File: src/logic/stfe_pkg.sv
/*
  Package for the status transition filter and enable block: register
  selects, live-bit masks, reset values and the command set.
  Assumes a single 25 MHz instrument clock and a command decoder upstream.
*/
package stfe_pkg;
  localparam int unsigned STFE_W = 16;
  localparam int unsigned STFE_SETS = 4;

  // Register set index
  localparam logic [1:0] STFE_SET_OPER = 2'h0;
  localparam logic [1:0] STFE_SET_TRIG = 2'h1;
  localparam logic [1:0] STFE_SET_ARM = 2'h2;
  localparam logic [1:0] STFE_SET_SEQ = 2'h3;

  // Register kind within a set
  localparam logic [2:0] STFE_REG_COND = 3'h0;
  localparam logic [2:0] STFE_REG_RISE = 3'h1;
  localparam logic [2:0] STFE_REG_FALL = 3'h2;
  localparam logic [2:0] STFE_REG_EVENT = 3'h3;
  localparam logic [2:0] STFE_REG_MASK = 3'h4;

  // Live bit positions
  localparam int unsigned STFE_B_SETTLE = 1;
  localparam int unsigned STFE_B_TRIGW = 5;
  localparam int unsigned STFE_B_ARMW = 6;
  localparam int unsigned STFE_B_IDLE = 10;
  localparam int unsigned STFE_B_SEQUENCE_ONE_FLAG = 1;
  localparam int unsigned STFE_B_ARM_LAYER_ONE_FLAG = 1;
  localparam int unsigned STFE_B_ARM_LAYER_TWO_FLAG = 2;

  // Live-bit masks per set: weights 1024+64+32+2, 2, 2, 4+2
  localparam logic [15:0] STFE_LIVE_OPER = 16'h0462;
  localparam logic [15:0] STFE_LIVE_TRIG = 16'h0002;
  localparam logic [15:0] STFE_LIVE_ARM = 16'h0002;
  localparam logic [15:0] STFE_LIVE_SEQ = 16'h0006;

  localparam logic [15:0] STFE_ALL_ONES = 16'hffff;
  localparam logic [15:0] STFE_ZERO = 16'h0000;

  // Command codes from the decoder
  typedef enum logic [2:0] {
    STFE_CMD_NONE = 3'h0,
    STFE_CMD_WRITE = 3'h1,
    STFE_CMD_QUERY = 3'h2,
    STFE_CMD_PRESET = 3'h3,
    STFE_CMD_CLEAR = 3'h4
  } stfe_cmd_t;

  function automatic logic [15:0] stfe_live(input logic [1:0] set);
    logic [15:0] m;
    m = STFE_LIVE_SEQ;
    case (set)
      STFE_SET_OPER: m = STFE_LIVE_OPER;
      STFE_SET_TRIG: m = STFE_LIVE_TRIG;
      STFE_SET_ARM: m = STFE_LIVE_ARM;
      default: m = STFE_LIVE_SEQ;
    endcase
    return m;
  endfunction
endpackage

File: src/logic/stfe_set.sv
/*
  One status register set: edge filters, sticky event latch and the
  masked summary. Assumes condition inputs are synchronous to ref_clk.
*/
module stfe_set
  import stfe_pkg::*;
#(
  parameter logic [15:0] LIVE = 16'h0002,
  parameter logic [15:0] MASK_PRESET = 16'h0000
) (
  input wire logic ref_clk,
  input wire logic rst_b,
  input wire logic [15:0] cond,
  input wire logic wr_rise,
  input wire logic wr_fall,
  input wire logic wr_mask,
  input wire logic [15:0] wr_data,
  input wire logic evt_read,
  input wire logic preset,
  input wire logic clear,
  output logic [15:0] rise_r,
  output logic [15:0] fall_r,
  output logic [15:0] mask_r,
  output logic [15:0] event_r,
  output logic [15:0] event_nxt,
  output logic summary_nxt
);
  logic [15:0] cond_q_r;
  logic [15:0] hit;

  always_ff @(posedge ref_clk or negedge rst_b) begin
    if (!rst_b) begin
      cond_q_r <= STFE_ZERO;
    end else begin
      cond_q_r <= cond & LIVE;
    end
  end

  always_ff @(posedge ref_clk or negedge rst_b) begin
    if (!rst_b) begin
      rise_r <= LIVE;
      fall_r <= STFE_ZERO;
      mask_r <= STFE_ZERO;
    end else if (preset) begin
      rise_r <= LIVE;
      fall_r <= STFE_ZERO;
      mask_r <= MASK_PRESET & LIVE;
    end else begin
      if (wr_rise) rise_r <= wr_data & LIVE;
      if (wr_fall) fall_r <= wr_data & LIVE;
      if (wr_mask) mask_r <= wr_data & LIVE;
    end
  end

  // Condition edges gated by the two filters
  always_comb begin
    hit = (rise_r & (cond & LIVE) & ~cond_q_r)
        | (fall_r & ~(cond & LIVE) & cond_q_r);
    // New hits win over the read-clear, so no edge is lost
    event_nxt = ((evt_read || clear) ? STFE_ZERO : event_r) | (hit & LIVE);
    summary_nxt = |(event_nxt & mask_r);
  end

  always_ff @(posedge ref_clk or negedge rst_b) begin
    if (!rst_b) begin
      event_r <= STFE_ZERO;
    end else begin
      event_r <= event_nxt;
    end
  end

  rise_live_a: assert property (@(posedge ref_clk) disable iff (!rst_b)
    (rise_r & ~LIVE) == STFE_ZERO)
    else $error("Filter holds an unused bit");
  rise_edge_a: assert property (@(posedge ref_clk) disable iff (!rst_b)
    (|(rise_r & cond & LIVE & ~cond_q_r)) |=> (event_r != STFE_ZERO))
    else $error("Rising edge did not latch");
  fall_edge_a: assert property (@(posedge ref_clk) disable iff (!rst_b)
    (|(fall_r & ~cond & LIVE & cond_q_r)) |=> (event_r != STFE_ZERO))
    else $error("Falling edge did not latch");
  preset_filter_a: assert property (@(posedge ref_clk) disable iff (!rst_b)
    preset |=> (rise_r == LIVE && fall_r == STFE_ZERO))
    else $error("Preset left filters wrong");
endmodule

File: src/logic/stfe_top.sv
/*
  Status transition filter and enable block: four register sets
  (operation, trigger, arm, sequence) with query and write commands.
  Assumes an upstream command parser that converts decimal parameters
  to binary and presents one command per cycle; conditions come from
  the trigger model, synchronous to ref_clk.
*/
// Notes on behaviour
// - Operation mask live bits 10, 6, 5, 1.
// - Trigger mask single live bit one.
// - Arm mask single live bit one.
// - Sequence mask live bits two and one.
// - Rising filter all live bits set at reset, preset.
// - Query returns register contents as binary value.
// - Rising condition edge sets event when enabled.
// - Settling start sets operation bit one.
// - Trigger wait start sets operation bit five.
// - Arm wait start sets operation bit six.
// - Entering idle sets operation bit ten.
// - Trigger wait sets trigger event bit one.
// - Entering arm layer sets arm bit one.
// - Layer one, two entry set sequence bits.
// - Falling filter mirrors rising filter bit layout.
// - Falling condition edge sets event when enabled.
// - Only unmasked events drive next summary bit.
// - Event query returns contents, then clears.
module stfe_top
  import stfe_pkg::*;
(
  input wire logic ref_clk,
  input wire logic rst_b,
  input wire logic settling,
  input wire logic trig_wait,
  input wire logic arm_wait,
  input wire logic idle,
  input wire logic arm_layer_one_flag,
  input wire logic arm_layer_two_flag,
  input wire logic [2:0] cmd,
  input wire logic [1:0] cmd_set,
  input wire logic [2:0] cmd_reg,
  input wire logic [15:0] decimal_parameter,
  output logic resp_valid,
  output logic [15:0] resp_data,
  output logic oper_summary,
  output logic [3:0] set_summary
);
  logic [15:0] cond [STFE_SETS];
  logic [15:0] rise [STFE_SETS];
  logic [15:0] fall [STFE_SETS];
  logic [15:0] mask [STFE_SETS];
  logic [15:0] evt [STFE_SETS];
  logic [15:0] evt_nxt [STFE_SETS];
  logic [3:0] sum_nxt;
  logic sequence_one_flag;
  logic is_write;
  logic is_query;
  logic is_preset;
  logic is_clear;
  logic [15:0] sel_val;

  assign is_write = (cmd == STFE_CMD_WRITE);
  assign is_query = (cmd == STFE_CMD_QUERY);
  assign is_preset = (cmd == STFE_CMD_PRESET);
  assign is_clear = (cmd == STFE_CMD_CLEAR);
  assign sequence_one_flag = arm_wait;

  // Condition maps from the trigger model
  always_comb begin
    cond[STFE_SET_OPER] = STFE_ZERO;
    cond[STFE_SET_OPER][STFE_B_SETTLE] = settling;
    cond[STFE_SET_OPER][STFE_B_TRIGW] = trig_wait;
    cond[STFE_SET_OPER][STFE_B_ARMW] = arm_wait;
    cond[STFE_SET_OPER][STFE_B_IDLE] = idle;
    cond[STFE_SET_TRIG] = STFE_ZERO;
    cond[STFE_SET_TRIG][STFE_B_SEQUENCE_ONE_FLAG] = trig_wait;
    cond[STFE_SET_ARM] = STFE_ZERO;
    cond[STFE_SET_ARM][STFE_B_SEQUENCE_ONE_FLAG] = sequence_one_flag;
    cond[STFE_SET_SEQ] = STFE_ZERO;
    cond[STFE_SET_SEQ][STFE_B_ARM_LAYER_ONE_FLAG] = arm_layer_one_flag;
    cond[STFE_SET_SEQ][STFE_B_ARM_LAYER_TWO_FLAG] = arm_layer_two_flag;
  end

  genvar g;
  generate
    for (g = 0; g < STFE_SETS; g++) begin : g_set
      localparam logic [1:0] SET = 2'(g);
      stfe_set #(
        .LIVE(stfe_live(SET)),
        .MASK_PRESET((SET == STFE_SET_OPER) ? STFE_ZERO : STFE_ALL_ONES)
      ) u_set (
        .ref_clk(ref_clk),
        .rst_b(rst_b),
        .cond(cond[g]),
        .wr_rise(is_write && cmd_set == SET && cmd_reg == STFE_REG_RISE),
        .wr_fall(is_write && cmd_set == SET && cmd_reg == STFE_REG_FALL),
        .wr_mask(is_write && cmd_set == SET && cmd_reg == STFE_REG_MASK),
        .wr_data(decimal_parameter),
        .evt_read(is_query && cmd_set == SET && cmd_reg == STFE_REG_EVENT),
        .preset(is_preset),
        .clear(is_clear),
        .rise_r(rise[g]),
        .fall_r(fall[g]),
        .mask_r(mask[g]),
        .event_r(evt[g]),
        .event_nxt(evt_nxt[g]),
        .summary_nxt(sum_nxt[g])
      );
    end
  endgenerate

  // Read mux; event query reads the value before the clear lands
  always_comb begin
    sel_val = STFE_ZERO;
    case (cmd_reg)
      STFE_REG_COND: sel_val = cond[cmd_set] & stfe_live(cmd_set);
      STFE_REG_RISE: sel_val = rise[cmd_set];
      STFE_REG_FALL: sel_val = fall[cmd_set];
      STFE_REG_EVENT: sel_val = evt[cmd_set];
      STFE_REG_MASK: sel_val = mask[cmd_set];
      default: sel_val = STFE_ZERO;
    endcase
  end

  always_ff @(posedge ref_clk or negedge rst_b) begin
    if (!rst_b) begin
      resp_valid <= 1'b0;
      resp_data <= STFE_ZERO;
    end else begin
      resp_valid <= is_query;
      if (is_query) resp_data <= sel_val;
    end
  end

  always_ff @(posedge ref_clk or negedge rst_b) begin
    if (!rst_b) begin
      set_summary <= 4'h0;
      oper_summary <= 1'b0;
    end else begin
      set_summary <= sum_nxt;
      oper_summary <= sum_nxt[STFE_SET_OPER];
    end
  end

  query_data_a: assert property (@(posedge ref_clk) disable iff (!rst_b)
    (is_query && cmd_reg == STFE_REG_MASK) |=> (resp_valid && resp_data == $past(sel_val)))
    else $error("Query returned wrong value");
  event_clear_a: assert property (@(posedge ref_clk) disable iff (!rst_b)
    (is_query && cmd_reg == STFE_REG_EVENT && !settling && !$past(settling))
      |=> (evt[STFE_SET_OPER][STFE_B_SETTLE] == 1'b0 || $past(cmd_set) != STFE_SET_OPER))
    else $error("Event read did not clear");
  summary_mask_a: assert property (@(posedge ref_clk) disable iff (!rst_b)
    set_summary[STFE_SET_OPER] |-> |(evt[STFE_SET_OPER] & $past(mask[STFE_SET_OPER])))
    else $error("Masked event raised summary");
  oper_mask_a: assert property (@(posedge ref_clk) disable iff (!rst_b)
    (mask[STFE_SET_OPER] & ~STFE_LIVE_OPER) == STFE_ZERO)
    else $error("Operation mask holds dead bit");
  seq_mask_a: assert property (@(posedge ref_clk) disable iff (!rst_b)
    (mask[STFE_SET_SEQ] & ~STFE_LIVE_SEQ) == STFE_ZERO)
    else $error("Sequence mask holds dead bit");
  idle_entry_a: assert property (@(posedge ref_clk) disable iff (!rst_b)
    ($rose(idle) && rise[STFE_SET_OPER][STFE_B_IDLE]) |=> evt[STFE_SET_OPER][STFE_B_IDLE])
    else $error("Idle entry not latched");
endmodule

File: config.mk
export PLATFORM = sky130hd
export DESIGN_NAME = stfe_top
export DESIGN_NICKNAME = d
export VERILOG_FILES = /design/src/logic/stfe_pkg.sv /design/src/logic/stfe_set.sv /design/src/logic/stfe_top.sv
export SDC_FILE = /design/constraint.sdc
export NUM_CORES = 1
export LEC_CHECK = 0
export BUFFER_PORTS_ARGS = -buffer_cell sky130_fd_sc_hd__buf_2
export CAP_MARGIN = 25
export CORE_MARGIN = 2
export CORE_UTILIZATION = 40
export DETAILED_ROUTE_END_ITERATION = 8
export SYNTH_ARGS = -nofsm -noshare
export SYNTH_HDL_FRONTEND = slang
export SYNTH_SLANG_ARGS = --single-unit
File: constraint.sdc
create_clock -name ref_clk -period 3.4 [get_ports ref_clk]
set_input_delay 0.17 -clock ref_clk [delete_from_list [all_inputs] [get_ports ref_clk]]
set_output_delay 0.17 -clock ref_clk [all_outputs]
set_load 0.03 [all_outputs]
# --- Yosys cells after proc, flatten, opt, wreduce, memory -nomap -nowiden ---
# Index checks and enable logic that the tools add are counted.
op_classes:
  addsub: 0
  multipliers: 0
  n_div: 0
  order_cmp: 1
  eq_ne: 11
  shift: 0
  n_mux: 46
  bitwise_logic: 38
  n_reduce_logical: 47
op_table:
  columns: ["cell", "n"]
  rows:
  - ["two-way mux 16 bit", 39]
  - ["binary-select mux 16 bit (select 2 bit)", 5]
  - ["bitwise AND 16 bit", 5]
  - ["case mux 16 bit (5 select lines)", 1]
  - ["OR reduction 16 bit", 4]
  - ["bitwise AND 11 bit", 4]
  - ["bitwise OR 16 x 2 -> 16 bit", 2]
  - ["logical AND 1 bit", 24]
  - ["nonzero test 2 bit", 12]
  - ["NOT 11 bit", 2]
  - ["case mux 11 bit (2 select lines)", 1]
  - ["bitwise AND 2 bit", 8]
  - ["bitwise OR 16 x 11 -> 16 bit", 1]
  - ["bitwise OR 16 x 3 -> 16 bit", 1]
  - ["bitwise AND 3 bit", 4]
  - ["== test 3 x 2 -> 1 bit (second input constant)", 4]
  - ["bitwise OR 11 bit", 1]
  - ["NOT 2 bit", 4]
  - ["== test 3 x 1 -> 1 bit (second input constant)", 2]
  - ["== test 3 bit (second input constant)", 2]
  - ["NOT 3 bit", 2]
  - ["== test 2 bit (second input constant)", 2]
  - ["logical OR 1 bit", 4]
  - ["bitwise OR 2 bit", 2]
  - ["other kinds (7)", 7]
word_totals:
  regBits: 286
  latchBits: 0
  ram_bits: 0
  romBits: 0
  inputBits: 32
  output_inout_bits: 22
  word_cells: 167
  memories: 0

# --- Longest topological paths before layout ---
depth:
  ltp_word: 8
  depth_mapped: 6
  ltp_nobuf: 4

# --- Modules after synthesis ---
# A second synthesis with hierarchy kept.
unflattened:
  hier_cells: 696
  area_unflattened_um2: 7777.5
modules_own_cells:
  columns: ["mod", "instances", "cells_per_inst", "area_each_um2", "seq_area_each_um2"]
  rows:
  - ["stfe_top", 1, 272, 3069.2, 525.5]
  - ["stfe_set (g_set[1].u_set ...)", 2, 96, 1027.2, 501.7]
  - ["stfe_set (g_set[0].u_set)", 1, 130, 1477.7, 805.8]
  - ["stfe_set (g_set[3].u_set)", 1, 102, 1176.1, 603.1]

# --- Worst setup path after synthesis ---
# No wires, ideal clock.
synth_timing:
  path_type: "input port to flip-flop"
  from: "input cmd[0]"
  to: "register g_set[0].u_set.event_r[10]"
  setup_ps: 118
  arrival_time_ps: 1303
  t_required_ps: 3282
  slack_ps: 1979
  path_stages: 4
  path_buffers: 1
  path_cell_list: "or3b_4 > buf_6 > o41a_1 > a21o_1"
synth_rtl:
  columns: ["item", "line", "text"]
  rows:
  - ["start: declaration", "stfe_top.sv:38", "input wire logic [2:0] cmd,"]
  - ["end signal: assignment", "stfe_set.sv:68", "event_r <= event_nxt;"]
  - ["end: declaration", "stfe_set.sv:24", "output logic [15:0] event_r,"]

# --- Worst setup path after layout ---
layout_timing:
  from: "register g_set[0].u_set.fall_r[1]"
  to: "register resp_data[1]"
layout_via:
  elab_chain_cells: 4
layout_rtl:
  columns: ["item", "line", "text"]
  rows:
  - ["start: declaration", "stfe_set.sv:22", "output logic [15:0] fall_r,"]
  - ["start signal: assignment", "stfe_set.sv:50", "if (wr_fall) fall_r <= wr_data & LIVE;"]
  - ["binary-select mux 16 bit (select 2 bit)", "stfe_top.sv:117", "STFE_REG_FALL: sel_val = fall[cmd_set];"]
  - ["two-way mux 16 bit (not written as such) (2 in series)", "stfe_top.sv:117", null]
  - ["case mux 16 bit (5 select lines)", "stfe_top.sv:114", "case (cmd_reg)"]
  - ["end signal: assignment", "stfe_top.sv:130", "if (is_query) resp_data <= sel_val;"]
  - ["end: declaration", "stfe_top.sv:43", "output logic [15:0] resp_data,"]
# No other way between the ends. The select of a mux whose other input is x is not followed.
# A chain may end at the register's enable or synchronous reset.

==> flow_summary_export.csv <==
group,metric,value,unit
worst_setup_path,rr_endpoint,"resp_data[1]",
hold_path,min-delay-start,"arm_layer_two_flag",
global_routing,overflow,0,
worst_setup_path,ff2ff_path_depth,4,
clock_network,cts_setup_buffers,0,
global_routing,grtUsageTotal,16.34,%
placement,io_buffers,31,
outcome,status,"completed",
clock_network,post_cts_resize_count,0,
cells_and_area,fin_nets,299,
clock_network,clk_pin_slew,90,ps
worst_setup_path,path_class,"reg -> reg",
placement,dp_hpwl,4095,um
worst_setup_path,r2r_start,"g_set[0].u_set.fall_r[1]",
yosys,synthArstFlopShare,100.0,%
timing,setup_viol,0,
drt,ant_nets,0,
global_routing,grt_max_degree,26,
pwr,power_leakage,1.377,nW
worst_setup_path,required,3600,ps
pwr,vdd_drop_max,0.0001774,V
yosys,synth_area_per_cell,10.65,sq um
global_routing,grt_pass1_vias,1802,
placement,place_inst,335,
yosys,yosysWarnings,0,
floorplanning,rows,29,
cells_and_area,n_antenna_cell,0,
floorplanning,io_pins,54,
worst_setup_path,arrival,1700,ps
timing,period_share,44.22,%
hold_path,hp-class,"in -> reg",
clock_network,ctsHoldBuffers,2,
clock_network,clock_tree.buffer_depth,2,
worst_setup_path,ff2ff_setup_slack,1900,ps
placement,gp_congestion,0.8031,
timing,hold_slack,11.67,ps
timing,finClkSkew,6.168,ps
drt,first_pass_iters,4,
global_routing,antenna_found_initial,0,
timing,final_hold_viol_count,0,
timing,fmax,0.6651,GHz
yosys,synth_flop_cell,"dfrtp_1",
clock_network,cts.sinks,48,
pwr,power-per-cell-area,440.0,mW/mm^2
cells_and_area,drive_gt1_share,22.01,%
yosys,synth_edf_count,0,
timing,fin_setup_tns,0,ps
drt,drtIter0Drc,104,
timing,slew_violations,0,
floorplanning,die_x,83.79,um
yosys,postSynthCellCount,239,
drt,drc,0,
global_routing,grt_pass1_wl,9183,um
yosys,netlist_top_cells_area,"dfrtp_1, mux2i_1, dfstp_2, nand2_1, mux4_2",
placement,placement.setup.worst_slack,1524,ps
yosys,yosys.area.top_type,"dfrtp_1",
clock_network,htree_levels,2,
yosys,yosysTopAreaCellShare,39.31,%
cells_and_area,stdcell_count,345,
floorplanning,die-area,0.007020,sq mm
floorplanning,start_util,40.80,%
timing,min_period,1504,ps
floorplanning,core_area,0.006241,sq mm
timing,slew_headroom,56.24,%
drt,viasPerCell,5.310,
yosys,syn_area,0.002546,sq mm
clock_network,worstSkewPairLatency,300,ps
run,drv_cap,0,
floorplanning,die_y,83.79,um
drt,vias,1832,
yosys,yosysUniqueCellTypes,43,
hold_path,hold_path_end,"g_set[3].u_set.cond_q_r[2]",
clock_network,cts-buffers-inserted,5,
yosys,synthTopCellsByCount,"dfrtp_1, nand2_1, mux2i_1",
timing,rsz0062_at_grt,"no",
cells_and_area,utilization,45.83,%
yosys,yosysMostFrequentCell,"dfrtp_1",
worst_setup_path,worst_setup_path_start_kind,"flop",
timing,tightest_slew,655.0,ps
clock_network,cts_tree,"yes",
yosys,ys_ff_latch,48,
worst_setup_path,worstPathMaxFanout,3,
timing,setup_ws,1896,ps
cells_and_area,synthToLayoutAreaGrowth,12.33,%
clock_network,cts-root-buf,"clkbuf_8",
worst_setup_path,endpoint_kind,"flop",
drt,routed_wl,5377,um
drt,wl_per_cell,15.59,um
yosys,ys_seq_area_share,47.57,%
hold_path,whs_path_depth,1,
-- layer usage --
| layer | wire length [um] | track usage [%] | vias up |
|---|---|---|---|
| li1 | - | - | 893 |
| met1 | 2580 | 24.11 | 881 |
| met2 | 2508 | 24.87 | 51 |
| met3 | 206 | 2.275 | 7 |
| met4 | 81 | 5.279 | 0 |
| met5 | 0 | 0 | - |
-- state kept, by name, indices dropped and copies added, names as in the netlist --
signal and cells:
g_set.u_set.mask_r 8, g_set.u_set.cond_q_r 6, resp_data 5, g_set.u_set.event_r 8, resp_valid 1, g_set.u_set.rise_r 8
g_set.u_set.fall_r 8, set_summary 4
-- metrics by stage --
stage	area [sq um]	power (mW)
global route	2860	1.317
detailed placement	2714	0.8230
floorplan	2584	0.7682
CTS	2860	1.279
global placement	2694	0.8183
finish	2860	1.259
-- cell families (layout without fill, tap and decap cells) --
group                  after synthesis  after routing  synth area share [%]
multiplexers                        35             35                 16.27
AND/OR/NAND/NOR                     87             87                 17.79
flip-flops                          48             48                 47.57
buffers and inverters               29             48                 6.585
AO/OA/AOI/OAI                       39             39                 11.65
other                                1             11                0.1473
-- placed cells by master, fill, tap and decap left out, types with 3 or more instances in the layout --
| master | n |
|---|---|
| dfrtp_1 | 40 |
| nand2_1 | 32 |
| buf_2 | 31 |
| mux2i_1 | 29 |
| nor2_1 | 16 |
| nand3b_1 | 11 |
| conb_1 | 11 |
| o21ai_0 | 10 |
| nand3_1 | 10 |
| dfstp_2 | 8 |
| clkbuf_8 | 7 |
| a22oi_1 | 6 |
| inv_1 | 5 |
| mux4_2 | 5 |
| a21o_1 | 4 |
| and3b_1 | 4 |
| nand2b_1 | 3 |
| nor3b_1 | 3 |
| nor2b_1 | 3 |
-- critical path: stages, from the launching register on --
cell	delay (ps)
dfrtp_1	400
nor2b_1	130
a2111oi_0	380
o31ai_1	150
a221o_1	330
-- report_power, final --
| group | total (mW) | internal [mW] | switching (mW) |
|---|---|---|---|
| Clock | 0.447 | 0.259 | 0.187 |
| Combinational | 0.186 | 0.0681 | 0.118 |
| Sequential | 0.625 | 0.605 | 0.0203 |
-- worst max-delay path by stage --
stage | depth (start not counted) | endpoint | slack (ps) | start
final | 4 | resp_data[1] | 1900 | g_set[0].u_set.fall_r[1]
after detailed placement | 5 | g_set[0].u_set.rise_r[6] | 1520 | cmd_reg[0]
after CTS | 5 | g_set[0].u_set.rise_r[1] | 1880 | cmd_reg[0]
after global routing | 5 | g_set[0].u_set.rise_r[10] | 1720 | cmd_reg[0]
after floorplan | 4 | g_set[0].u_set.event_r[10] | 1980 | cmd[0]
after global placement | 5 | g_set[0].u_set.rise_r[6] | 1550 | cmd_reg[0]
-- layout make-up --
cell class | count | area [sq um]
Clock buffer | 7 | 96.34
Timing Repair Buffer | 35 | 202.7
Multi-Input combinational cell | 172 | 1205
Fill cell | 605 | 3381
Clock inverter | 1 | 30.03
Inverter | 5 | 18.77
Tap cell | 77 | 96.34
Sequential cell | 48 | 1211
No activity file was read; power rests on OpenSTA's default activity.
